[src/shared/prox_pkg.sv]
// Purpose: shared constants for the proximity cycle controller and its host bridge
// Assumes: one clock hclk at 125 MHz, active-low asynchronous reset hresetn
// Notes: device register offsets are 5-bit indices on the link
// Function
// - irq only while irq_mask_enable bit 5 set; the code keeps a pending irq asserted after bit 5 clears, until the clear code
// - enable bit 3 switches the wait timer
// - sensing_enable bits 2:1, 11b on, 00b off
// - bit 0 gates the internal oscillator
// - hold first cycle 2.72ms after power-on
// - host writes zeros to enable reserved bits
// - ALS period runs 256 minus value steps
// - ALS length resets 0x00, software sets 0xFF
// - integration 256 minus value steps, max 1023
// - host should program integration length 0xFF
// - idle length is 256 minus value steps
// - idle_times_twelve makes each idle step twelvefold
// - host programs idle length before sensing enable
// - below low or above high is out of range
// - 16-bit limits split at offsets 0x08..0x0B
// - filter 0000 interrupts every proximity cycle
// - filter N needs N consecutive out-of-range results
// - filter low nibble reserved, reads zero
// - wait-long is configuration bit 1
// - special code 00101 clears pending irq, self-clearing
// - status bit 5 shows pending interrupt
package prox_pkg;
    // ==============================================================
    // timing
    localparam int CLK_PERIOD_NS = 8;
    localparam int STEP_TIME_NS = 2720000;
    localparam int STEP_CYCLES = (STEP_TIME_NS + CLK_PERIOD_NS - 1) / CLK_PERIOD_NS;
    localparam int IDLE_MULT = 12;
    localparam int PROX_MAX_COUNT = 1023;
    localparam int STEPS_W = 12;
    // ==============================================================
    // device register indices
    localparam logic [4:0] OFS_ENABLE = 5'h00;
    localparam logic [4:0] OFS_ALS_LEN = 5'h01;
    localparam logic [4:0] OFS_PROX_LEN = 5'h02;
    localparam logic [4:0] OFS_IDLE_LEN = 5'h03;
    localparam logic [4:0] OFS_LOW_LSB = 5'h08;
    localparam logic [4:0] OFS_LOW_MSB = 5'h09;
    localparam logic [4:0] OFS_HIGH_LSB = 5'h0A;
    localparam logic [4:0] OFS_HIGH_MSB = 5'h0B;
    localparam logic [4:0] OFS_FILTER = 5'h0C;
    localparam logic [4:0] OFS_CONFIG = 5'h0D;
    localparam logic [4:0] OFS_STATUS = 5'h13;
    localparam logic [4:0] CODE_IRQ_CLEAR = 5'h05;
    // ==============================================================
    // field positions and masks
    localparam int EN_POWER_BIT = 0;
    localparam int EN_SENSE_LO = 1;
    localparam int EN_WAIT_BIT = 3;
    localparam int EN_IRQ_MASK_BIT = 5;
    localparam int CFG_X12_BIT = 1;
    localparam int ST_PENDING_BIT = 5;
    localparam int FILTER_LO = 4;
    localparam logic [1:0] SENSE_ON = 2'h3;
    localparam logic [7:0] ENABLE_MASK = 8'h2F;
    localparam logic [7:0] CONFIG_MASK = 8'h02;
    localparam logic [7:0] FILTER_MASK = 8'hF0;
    // ==============================================================
    // reset values
    localparam logic [7:0] RST_ENABLE = 8'h00;
    localparam logic [7:0] RST_ALS_LEN = 8'h00;
    localparam logic [7:0] RST_PROX_LEN = 8'hFF;
    localparam logic [7:0] RST_IDLE_LEN = 8'hFF;
    localparam logic [7:0] RST_ZERO = 8'h00;
    // ==============================================================
    // host bridge registers (byte addresses)
    localparam logic [7:0] HOST_CMD_OFS = 8'h00;
    localparam logic [7:0] HOST_STAT_OFS = 8'h04;
    localparam int CMD_DATA_LO = 0;
    localparam int CMD_ADDR_LO = 8;
    localparam int CMD_WRITE_BIT = 16;
    localparam int CMD_SPECIAL_BIT = 17;
    localparam int STAT_BUSY_BIT = 8;
    localparam int STAT_IRQ_BIT = 9;
    localparam logic [1:0] LINK_TURN = 2'h2;
endpackage : prox_pkg

[src/shared/prox_link_if.sv]
// Purpose: register link and interrupt line between host bridge and sensor
// Assumes: both ends on hclk
// Notes: interrupt is open drain, low while the device pulls
`timescale 1ns/10ps
interface prox_link_if (
    input logic hclk,
    input logic hresetn
);
    logic reg_wr;
    logic reg_rd;
    logic special;
    logic [4:0] addr;
    logic [7:0] wdata;
    logic [7:0] rdata;
    logic irq_oe;
    logic irq_n;
    assign irq_n = ~irq_oe;
    modport device (input reg_wr, input reg_rd, input special, input addr, input wdata,
                    output rdata, output irq_oe);
    modport host (output reg_wr, output reg_rd, output special, output addr, output wdata,
                  input rdata, input irq_n);
endinterface : prox_link_if

[src/hw/step_timer.sv]
// Purpose: counts a number of 2.72ms steps and pulses done at the end
// Assumes: steps of zero behave as one step
// Notes: abort wins over start
`timescale 1ns/10ps
module step_timer #(
    parameter int STEP_CYCLES = prox_pkg::STEP_CYCLES
) (
    // clock and reset
    input wire logic hclk,
    input wire logic hresetn,
    // control
    input wire logic start,
    input wire logic abort,
    input wire logic [prox_pkg::STEPS_W-1:0] steps,
    // result
    output logic done
);
    localparam int PW = (STEP_CYCLES > 2) ? $clog2(STEP_CYCLES) : 1;
    localparam logic [PW-1:0] PRE_LAST = PW'(STEP_CYCLES - 1);
    localparam logic [prox_pkg::STEPS_W-1:0] ONE = 12'h001;

    if (STEP_CYCLES < 2) begin : g_check
        $error("step_timer needs STEP_CYCLES of at least 2");
    end

    logic [PW-1:0] pre;
    logic [prox_pkg::STEPS_W-1:0] left;
    logic active;
    wire pre_wrap = active && (pre == PRE_LAST);
    wire last_step = pre_wrap && (left <= ONE);

    always_ff @(posedge hclk or negedge hresetn) begin
        if (!hresetn) begin
            pre <= '0;
            left <= '0;
            active <= 1'b0;
            done <= 1'b0;
        end else if (abort || start) begin
            pre <= '0;
            left <= steps;
            active <= !abort;
            done <= 1'b0;
        end else begin
            pre <= pre_wrap ? '0 : (active ? pre + PW'(1) : pre);
            left <= pre_wrap ? left - ONE : left;
            active <= active && !last_step;
            done <= last_step;
        end
    end
endmodule : step_timer

[src/hw/prox_device.sv]
// Purpose: proximity sensor control: registers, cycle sequencer, interrupt filter
// Assumes: prox_sample is stable on hclk when an integration ends
// Notes: the analog front end is outside; integrating tells it when to sample
//
// Implementation choice: the strobed prox_link_if register link to the registers.
`timescale 1ns/10ps
module prox_device #(
    parameter int STEP_CYCLES = prox_pkg::STEP_CYCLES
) (
    // link to host
    prox_link_if.device link,
    // clock and reset
    input wire logic hclk,
    input wire logic hresetn,
    // analog front end
    input wire logic [15:0] prox_sample,
    output logic osc_on,
    output logic integrating
);
    typedef enum logic [2:0] {
        S_OFF = 3'b000,
        S_WARM = 3'b001,
        S_READY = 3'b011,
        S_ALS = 3'b010,
        S_PROX = 3'b110,
        S_IDLE = 3'b111
    } seq_state_t;

    // ==============================================================
    // registers
    logic [7:0] enable;
    logic [7:0] als_period_length;
    logic [7:0] prox_integration_length;
    logic [7:0] idle_period_length;
    logic [7:0] low_limit_lsb;
    logic [7:0] low_limit_msb;
    logic [7:0] high_limit_lsb;
    logic [7:0] high_limit_msb;
    logic [7:0] irq_filter_count;
    logic [7:0] config_reg;
    logic irq_pending_flag;
    logic [3:0] run_count;
    logic [7:0] rdata;
    seq_state_t state;
    seq_state_t next_state;

    wire oscillator_power_on = enable[prox_pkg::EN_POWER_BIT];
    wire sensing_enable = enable[prox_pkg::EN_SENSE_LO +: 2] == prox_pkg::SENSE_ON;
    wire wait_enable = enable[prox_pkg::EN_WAIT_BIT];
    wire irq_mask_enable = enable[prox_pkg::EN_IRQ_MASK_BIT];
    wire idle_times_twelve = config_reg[prox_pkg::CFG_X12_BIT];
    wire [3:0] out_of_range_count_field = irq_filter_count[prox_pkg::FILTER_LO +: 4];

    wire wr_hit = link.reg_wr;
    always_ff @(posedge hclk or negedge hresetn) begin
        if (!hresetn) begin
            enable <= prox_pkg::RST_ENABLE;
            als_period_length <= prox_pkg::RST_ALS_LEN;
            prox_integration_length <= prox_pkg::RST_PROX_LEN;
            idle_period_length <= prox_pkg::RST_IDLE_LEN;
            low_limit_lsb <= prox_pkg::RST_ZERO;
            low_limit_msb <= prox_pkg::RST_ZERO;
            high_limit_lsb <= prox_pkg::RST_ZERO;
            high_limit_msb <= prox_pkg::RST_ZERO;
            irq_filter_count <= prox_pkg::RST_ZERO;
            config_reg <= prox_pkg::RST_ZERO;
        end else if (wr_hit) begin
            unique case (link.addr)
                prox_pkg::OFS_ENABLE: enable <= link.wdata & prox_pkg::ENABLE_MASK;
                prox_pkg::OFS_ALS_LEN: als_period_length <= link.wdata;
                prox_pkg::OFS_PROX_LEN: prox_integration_length <= link.wdata;
                prox_pkg::OFS_IDLE_LEN: idle_period_length <= link.wdata;
                prox_pkg::OFS_LOW_LSB: low_limit_lsb <= link.wdata;
                prox_pkg::OFS_LOW_MSB: low_limit_msb <= link.wdata;
                prox_pkg::OFS_HIGH_LSB: high_limit_lsb <= link.wdata;
                prox_pkg::OFS_HIGH_MSB: high_limit_msb <= link.wdata;
                prox_pkg::OFS_FILTER: irq_filter_count <= link.wdata & prox_pkg::FILTER_MASK;
                prox_pkg::OFS_CONFIG: config_reg <= link.wdata & prox_pkg::CONFIG_MASK;
                default: ;
            endcase
        end
    end

    // ==============================================================
    // read back, one cycle after the read strobe
    logic [7:0] read_mux;
    always_comb begin
        read_mux = 8'h00;
        unique case (link.addr)
            prox_pkg::OFS_ENABLE: read_mux = enable;
            prox_pkg::OFS_ALS_LEN: read_mux = als_period_length;
            prox_pkg::OFS_PROX_LEN: read_mux = prox_integration_length;
            prox_pkg::OFS_IDLE_LEN: read_mux = idle_period_length;
            prox_pkg::OFS_LOW_LSB: read_mux = low_limit_lsb;
            prox_pkg::OFS_LOW_MSB: read_mux = low_limit_msb;
            prox_pkg::OFS_HIGH_LSB: read_mux = high_limit_lsb;
            prox_pkg::OFS_HIGH_MSB: read_mux = high_limit_msb;
            prox_pkg::OFS_FILTER: read_mux = irq_filter_count;
            prox_pkg::OFS_CONFIG: read_mux = config_reg;
            prox_pkg::OFS_STATUS: read_mux[prox_pkg::ST_PENDING_BIT] = irq_pending_flag;
            default: read_mux = 8'h00;
        endcase
    end

    always_ff @(posedge hclk or negedge hresetn) begin
        if (!hresetn) begin
            rdata <= 8'h00;
        end else if (link.reg_rd) begin
            rdata <= read_mux;
        end
    end
    assign link.rdata = rdata;

    // ==============================================================
    // cycle sequencer
    logic timer_start;
    logic timer_done;
    logic [prox_pkg::STEPS_W-1:0] timer_steps;
    wire [8:0] als_steps = 9'h100 - {1'b0, als_period_length};
    wire [8:0] integration_steps = 9'h100 - {1'b0, prox_integration_length};
    wire [8:0] idle_steps = 9'h100 - {1'b0, idle_period_length};
    wire [prox_pkg::STEPS_W-1:0] idle_total = idle_times_twelve ?
        prox_pkg::STEPS_W'(idle_steps * prox_pkg::IDLE_MULT) : {3'h0, idle_steps};

    always_comb begin
        next_state = state;
        timer_start = 1'b0;
        timer_steps = '0;
        unique case (state)
            S_OFF: if (oscillator_power_on) begin
                // warm-up holds off sensing even if software starts at once
                next_state = S_WARM;
                timer_start = 1'b1;
                timer_steps = 12'h001;
            end
            S_WARM: if (timer_done) next_state = S_READY;
            S_READY: if (sensing_enable) begin
                next_state = S_ALS;
                timer_start = 1'b1;
                timer_steps = {3'h0, als_steps};
            end
            S_ALS: if (timer_done) begin
                next_state = S_PROX;
                timer_start = 1'b1;
                timer_steps = {3'h0, integration_steps};
            end
            S_PROX: if (timer_done) begin
                if (wait_enable) begin
                    next_state = S_IDLE;
                    timer_start = 1'b1;
                    timer_steps = idle_total;
                end else if (sensing_enable) begin
                    next_state = S_ALS;
                    timer_start = 1'b1;
                    timer_steps = {3'h0, als_steps};
                end else begin
                    next_state = S_READY;
                end
            end
            S_IDLE: if (timer_done) begin
                if (sensing_enable) begin
                    next_state = S_ALS;
                    timer_start = 1'b1;
                    timer_steps = {3'h0, als_steps};
                end else begin
                    next_state = S_READY;
                end
            end
        endcase
        if (!oscillator_power_on) begin
            next_state = S_OFF;
            timer_start = 1'b0;
        end
    end

    step_timer #(.STEP_CYCLES(STEP_CYCLES)) u_timer (
        .hclk(hclk),
        .hresetn(hresetn),
        .start(timer_start),
        .abort(!oscillator_power_on),
        .steps(timer_steps),
        .done(timer_done)
    );

    always_ff @(posedge hclk or negedge hresetn) begin
        if (!hresetn) begin
            state <= S_OFF;
            osc_on <= 1'b0;
            integrating <= 1'b0;
        end else begin
            state <= next_state;
            osc_on <= next_state != S_OFF;
            integrating <= next_state == S_PROX;
        end
    end

    // ==============================================================
    // threshold compare and persistence filter
    wire prox_end = (state == S_PROX) && timer_done && oscillator_power_on;
    wire [17:0] max_count = 18'(integration_steps * prox_pkg::PROX_MAX_COUNT);
    wire [15:0] result = ({2'h0, prox_sample} > max_count) ? max_count[15:0] : prox_sample;
    wire [15:0] low_limit = {low_limit_msb, low_limit_lsb};
    wire [15:0] high_limit = {high_limit_msb, high_limit_lsb};
    wire out_of_range = (result < low_limit) || (result > high_limit);
    wire [3:0] run_next = (run_count == 4'hF) ? run_count : run_count + 4'h1;
    wire filter_hit = (out_of_range_count_field == 4'h0) ||
        (out_of_range && (run_next >= out_of_range_count_field));
    wire irq_set = prox_end && filter_hit && irq_mask_enable;
    wire irq_clear = link.special && (link.addr == prox_pkg::CODE_IRQ_CLEAR);

    always_ff @(posedge hclk or negedge hresetn) begin
        if (!hresetn) begin
            run_count <= 4'h0;
            irq_pending_flag <= 1'b0;
            link.irq_oe <= 1'b0;
        end else begin
            if (prox_end) begin
                run_count <= out_of_range ? run_next : 4'h0;
            end
            // a new event in the clearing cycle stays pending
            irq_pending_flag <= irq_set || (irq_pending_flag && !irq_clear);
            link.irq_oe <= irq_set || (irq_pending_flag && !irq_clear);
        end
    end
endmodule : prox_device

[src/flat_wrapper.sv]
// flat-port wrapper written by rule: the top's interface ports become plain ports
module prox_device_flat 
#(
    parameter int STEP_CYCLES = prox_pkg::STEP_CYCLES
)
  (hclk, hresetn, prox_sample, osc_on, integrating, link_reg_wr, link_reg_rd, link_special, link_addr, link_wdata, link_rdata, link_irq_oe);
  prox_link_if link_i (.hclk(hclk), .hresetn(hresetn));
  input wire logic hclk;
  input wire logic hresetn;
  input wire logic [15:0] prox_sample;
  output logic osc_on;
  output logic integrating;
  input wire logic [$bits(link_i.reg_wr)-1:0] link_reg_wr;
  input wire logic [$bits(link_i.reg_rd)-1:0] link_reg_rd;
  input wire logic [$bits(link_i.special)-1:0] link_special;
  input wire logic [$bits(link_i.addr)-1:0] link_addr;
  input wire logic [$bits(link_i.wdata)-1:0] link_wdata;
  output wire logic [$bits(link_i.rdata)-1:0] link_rdata;
  output wire logic [$bits(link_i.irq_oe)-1:0] link_irq_oe;
  assign link_i.reg_wr = link_reg_wr;
  assign link_i.reg_rd = link_reg_rd;
  assign link_i.special = link_special;
  assign link_i.addr = link_addr;
  assign link_i.wdata = link_wdata;
  assign link_rdata = link_i.rdata;
  assign link_irq_oe = link_i.irq_oe;
  prox_device #(.STEP_CYCLES(STEP_CYCLES)) u_core (.link(link_i), .hclk(hclk), .hresetn(hresetn), .prox_sample(prox_sample), .osc_on(osc_on), .integrating(integrating));
endmodule
[config.mk]
export PLATFORM = sky130hd
export DESIGN_NAME = prox_device_flat
export DESIGN_NICKNAME = d
export VERILOG_FILES = /design/src/shared/prox_pkg.sv /design/src/shared/prox_link_if.sv /design/src/hw/step_timer.sv /design/src/hw/prox_device.sv /design/src/flat_wrapper.sv
export SDC_FILE = /design/constraint.sdc
export NUM_CORES = 1
export LEC_CHECK = 0
export BUFFER_PORTS_ARGS = -buffer_cell sky130_fd_sc_hd__buf_2
export CAP_MARGIN = 25
export CELL_PAD_IN_SITES_DETAIL_PLACEMENT = 0
export CELL_PAD_IN_SITES_GLOBAL_PLACEMENT = 1
export CORE_MARGIN = 3
export CORE_UTILIZATION = 49
export DETAILED_ROUTE_END_ITERATION = 8
export HOLD_SLACK_MARGIN = 0.03
export MAX_ROUTING_LAYER = met4
export PLACE_DENSITY_LB_ADDON = 0.1
export SYNTH_ARGS = -nofsm -noshare
export SYNTH_HDL_FRONTEND = slang
export SYNTH_HIERARCHICAL = 1
export SYNTH_SLANG_ARGS = --single-unit
[constraint.sdc]
create_clock -name hclk -period 9.7 [get_ports hclk]
set_clock_uncertainty 0.2 [all_clocks]
set_input_delay 1.455 -clock hclk [delete_from_list [all_inputs] [get_ports hclk]]
set_output_delay 1.455 -clock hclk [all_outputs]
set_load 0.01 [all_outputs]
==> results of run 1 <==
## critical path, delay by kind of cell (launching register included)
| family | cells | cell delay, ps |
|---|---|---|
| muxes | 1 | 360 |
| xor gates and xnor gates | 2 | 350 |
| buffers and inverters | 6 | 610 |
| adders and majority gates | 8 | 3000 |
| AOI/OAI and AO/OA | 13 | 2350 |
| DFF | 1 | 610 |
| and+or+nand+nor | 8 | 1410 |
## kinds of logic after synthesis
family / share of synthesized area
simple gates: 0.162
fa+ha+maj: 0.182
mux: 0.110
xor+xnor: 0.0646
flops: 0.298
buf+inv: 0.0629
compound gates: 0.121
## synth_stat cells, types with 12 or more instances
cell type  number  area (µm²)
dfrtp_1       101        2530
inv_1         135         507
o21ai_0        37         185
nor3_1         19        95.1
xor2_1         29         254
nand4_1        18         113
nand2_1        70         263
xnor2_1        44         385
a22oi_1        20         150
a21o_1         12        90.1
fa_1           25         500
mux2i_1        26         260
nand3_1        34         170
dfstp_2        16         420
ha_1          104        1300
o21ai_1        18        90.1
clkbuf_1       20        75.1
nor2_1         74         278
mux2_2         72         811
a21oi_1        41         205
## through the flow
step                      hold slack [ps]   util  instance area [µm²]
after floorplan                       294      -                 9890
after CTS                             330  0.559                11000
after global placement                311  0.528                10400
after global routing                  345  0.563                11100
final                                 325  0.563                11100
after detailed placement              321  0.528                10400
## worst paths after layout
check / startpoint / cells past startpoint / slack, ps / to
min reg2reg: u_core/link.rdata[0]$_DFFE_PN0P_ / 2 / 320 / u_core/link.rdata[0]$_DFFE_PN0P_
max: u_core/prox_integration_length[0]$_DFFE_PN1P_ / 38 / 610 / u_core/run_count[0]$_DFFE_PN0P_
max in group asynchronous: hresetn / 2 / 7080 / u_core/irq_filter_count[5]$_DFFE_PN0P_
min in group asynchronous: hresetn / 1 / 880 / u_core/u_timer/pre[5]$_DFFE_PN0P_
min: u_core/link.rdata[0]$_DFFE_PN0P_ / 2 / 320 / u_core/link.rdata[0]$_DFFE_PN0P_
max reg2reg: u_core/prox_integration_length[0]$_DFFE_PN1P_ / 38 / 610 / u_core/run_count[0]$_DFFE_PN0P_
## timing repair
item	in CTS	in global routing
buffers inserted	0	3
endpoints found under the setup margin	0	5
resized for setup	0	11
## layer usage
layer  routed length (µm)  GRT usage  vias up
met4                  837     0.0970        0
met3                  962     0.0326       48
met5                    0          -        -
met1                11500      0.323     3763
met2                12600      0.395      161
li1                     -          -     3834
## cell type report
cell class / count / area, µm² / share of cell area
multi-input combinational: 784 / 6370 / 0.576
sequential: 117 / 2950 / 0.267
inverter: 135 / 507 / 0.0458
clock buffer: 20 / 437 / 0.0395
tap: 265 / 332 / 0.0300
timing repair buffer: 51 / 288 / 0.0260
clock inverter: 11 / 176 / 0.0160
## cells in the final DEF, fill, tap and decap left out, types with 16 or more instances in the layout
master and n:
o21ai_0 36, buf_2 43, nor3_1 18, clkbuf_16 17
xor2_1 29, xnor2_1 44, dfstp_2 16, nand3_1 34
a22oi_1 20, mux2i_1 23, a21oi_1 41, nor2_1 74
fa_1 25, o21ai_1 19, nand2_1 70, nand4_1 18
mux2_2 72, inv_1 135, ha_1 103, dfrtp_1 101
==> run summary, run 1 <==
die span in x: 148 µm
vias in the first global route: 7751
core area: 19700 µm²
startpoint types: register
Final Max Slew Viols: 0
clock transition at the registers of the reported paths: 60 ps
yosys warns: 6
count of final setup violators: 0
DRC Markers: 0
fin crit share: 0.937
Root Driver: clkbuf_16
total iterations of the first detailed-routing run: 5
Layout area overhead: 11.8%
ys flop type: dfrtp_1
vias per cell: 5.64
fin nets: 1269
# fillers: 1810
Max-slew headroom: 0.392
first-pass GRT wire length: 41.2 mm
Mapped Nets: 1225
syn_area_per_cell: 9.31 µm²
placed cell count: 1349
Critical Path AT: 9180 ps
dpl ws: 344 ps
Non-Filler Instances: 1383
ANT cells: 0
Post-Synthesis Cells: 1062
setup TNS: 0 ps
starting density of the core: 0.503
Slew @ Worst Pin: 903 ps
sequential area share after synthesis: 0.298
clock sink total: 117
MaxCap Viol Count: 0
worst-path maximum fanout: 14
max FFs per register: 19
GPL Wtd Cong: 0.898
htree depth: 4
Required @ worst endpoint: 9790 ps
antenna violations before repair: 0
fin worst setup slack: 609 ps
Largest Register: u_core/u_timer/pre
maximum clock path buffer count: 2
Post-synth EDFFs: 0
chip height: 148 µm
synth unique cells: 70
CTS tree: yes
asr flop ratio synth: 1.00
critical path class: register to register
hold buffers post-CTS: 0
Largest regs: u_core/u_timer/pre x19, u_core/u_timer/left x12
initial DRC count: 645
gr ovfl total: 0
die footprint: 21900 µm²
total CTS buffers: 17
min-delay worst type: register to register
layout cells sized above 1: 0.187
cell row count: 51
Post-Route WL: 25.9 mm
Total GRT Usage: 0.248
hpwl dp: 20.4 mm
Routed wire per std cell: 18.7 µm
I/O pins: 45
IO Port Bufs: 44
outcome: finished clean
Final Critical Period: 9090 ps
Hold Vio Cnt, Final: 0
fmax: 110 MHz
synthesized area: 9890 µm²
most frequent CP cell: inv_1
critical path's largest stage delay: 610 ps
worst-skew pair later-pin latency: 420 ps
Antenna Nets Post-Route: 0
pin count of the biggest net entering global routing: 66
register bit total from synthesis: 117
DR vias: 7806
CP max-delay cell: dfstp_2
Critical Path Sink Type: register
Power of run 1 is left out: the tool's default activity adds up to more than one toggle a clock period on the data nets, which glitch-free logic cannot reach.
==> run 2, diff against run 1 <==
--- a/config.mk
+++ b/config.mk
@@ -9,8 +9,10 @@
 export CAP_MARGIN = 25
 export CELL_PAD_IN_SITES_DETAIL_PLACEMENT = 0
 export CELL_PAD_IN_SITES_GLOBAL_PLACEMENT = 1
+export CORE_ASPECT_RATIO = 0.8
 export CORE_MARGIN = 3
-export CORE_UTILIZATION = 49
+export CORE_UTILIZATION = 45
+export CTS_CLUSTER_SIZE = 40
 export DETAILED_ROUTE_END_ITERATION = 8
 export HOLD_SLACK_MARGIN = 0.03
 export MAX_ROUTING_LAYER = met4
==> constraint.sdc (replaced) <==
create_clock -name hclk -period 7.6 [get_ports hclk]
set_clock_uncertainty 0.2 [all_clocks]
set_input_delay 1.14 -clock hclk [delete_from_list [all_inputs] [get_ports hclk]]
set_output_delay 1.14 -clock hclk [all_outputs]
set_load 0.01 [all_outputs]
==> run 2 against run 1 <==
  * Sequential cell count is the same
  * Non-clock buffer count rose by 106
  * Wire length is 11% higher
  * Critical path depth did not move
  * Maximum frequency grew 12%
  * The run now ends with setup timing left
  * Sequential share of layout area shrank 2.6 points
  * Critical endpoint is now u_core/run_count[1]$_DFFE_PN0P_
==> run summary, run 2 (synthesis results as in run 1) <==
outcome: finished with violations
failing checks: setup timing
Layout area overhead: 23.8%
worst-path maximum fanout: 7
# fillers: 1919
clock sink total: 117
cell row count: 47
Critical Path Sink Type: register
gr ovfl total: 0
first-pass GRT wire length: 45.6 mm
most frequent cells in the layout: 125 x inv_1, 109 x buf_4, 101 x dfrtp_1
antenna violations before repair: 0
Largest regs: u_core/u_timer/pre x19, u_core/u_timer/left x12
DR vias: 8410
Antenna Nets Post-Route: 0
fin worst setup slack: -551 ps
Critical Path AT: 8240 ps
Largest Register: u_core/u_timer/pre
htree depth: 4
Max-slew headroom: 0.379
max FFs per register: 19
total iterations of the first detailed-routing run: 7
initial DRC count: 673
die footprint: 23800 µm²
clock transition at the registers of the reported paths: 60 ps
worst-skew pair later-pin latency: 420 ps
CTS tree: yes
GPL Wtd Cong: 0.918
vias in the first global route: 8201
most common cell after layout, fill and taps aside: inv_1
starting density of the core: 0.468
Slew @ Worst Pin: 929 ps
area of placed instances: 11200 µm²
total CTS buffers: 17
RSZ-0062 raised after global routing: true
final instance area: 12200 µm²
startpoint types: register
min-delay worst type: register to register
Total GRT Usage: 0.253
fmax: 123 MHz
count of final setup violators: 5
hold buffers post-CTS: 0
fin nets: 1375
Required @ worst endpoint: 7690 ps
DRC Markers: 0
Non-Filler Instances: 1494
Hold Vio Cnt, Final: 0
Critical path origin: u_core/prox_integration_length[1]$_DFFE_PN1P_
I/O pins: 45
CP max-delay cell: dfstp_2
maximum clock path buffer count: 2
critical path class: register to register
vias per cell: 5.63
hpwl dp: 22.0 mm
ANT cells: 0
Post-Route WL: 28.6 mm
layout cells sized above 1: 0.309
Final Critical Period: 8150 ps
chip height: 139 µm
critical path's largest stage delay: 540 ps
Reg-to-Reg Start: u_core/prox_integration_length[1]$_DFFE_PN1P_
crit-path leading delay family: adder cells
Root Driver: clkbuf_16
fin crit share: 1.07
placed cell count: 1445
pin count of the biggest net entering global routing: 76
MaxCap Viol Count: 0
Routed wire per std cell: 19.2 µm
Final Max Slew Viols: 0
core area: 21100 µm²
IO Port Bufs: 44
Critical path buffers and inverters: 7
die span in x: 172 µm
Hold Slack: 314 ps
hold path start: u_core/link.rdata[4]$_DFFE_PN0P_
[run 2: area by class of cell]
type	count	area, µm²	area share
well taps	269	337	0.0275
clock inverters	10	98.8	0.00807
repair buffers	157	1110	0.0903
clock buffers	22	474	0.0387
inverters	135	507	0.0414
flip-flops and latches	117	2950	0.241
multi-input cells	784	6780	0.553
[run 2: metrics by stage]
step | setup TNS [ps] | setup slack (ps) | util
6_report | -2640 | -551 | 0.580
4_1_cts | -2140 | -452 | 0.568
2_1_floorplan | -2210 | -444 | -
3_5_place_dp | -3590 | -736 | 0.529
3_3_place_gp | -2590 | -525 | 0.529
5_1_grt | -4100 | -843 | 0.580
[run 2: worst paths after layout]
path / endpoint / slack, ps / cells after the start
max in group asynchronous: u_core/prox_integration_length[0]$_DFFE_PN1P_ / 5660 / 3
min in group asynchronous: u_core/link.rdata[6]$_DFFE_PN0P_ / 520 / 1
worst max register to register: u_core/run_count[1]$_DFFE_PN0P_ / -550 / 38
worst max-delay path: u_core/run_count[1]$_DFFE_PN0P_ / -550 / 38
worst min register to register: u_core/link.rdata[4]$_DFFE_PN0P_ / 310 / 2
worst min-delay path: u_core/link.rdata[4]$_DFFE_PN0P_ / 310 / 2
[run 2: tightest hold or removal path, delay by kind of cell (launching register included)]
kind / cells / cell delay [ps]
flip-flops: 1 / 370
AO/OA/AOI/OAI: 1 / 60
buffers and inverters: 1 / 50
[run 2: timing repair]
item / CTS / global route
pin swaps: 37 / 31
setup endpoints to repair: 5 / 5
resized for setup: 42 / 31
setup buffers: 11 / 6
[run 2: per-layer routing]
metal,global-route usage,vias to the layer above,share of wire
met4,0.0420,0,0.0083
met2,0.338,227,0.41
met5,-,-,0
met1,0.398,4139,0.52
met3,0.0476,15,0.062
li1,-,4029,-
Power of run 2 is left out for the same reason.
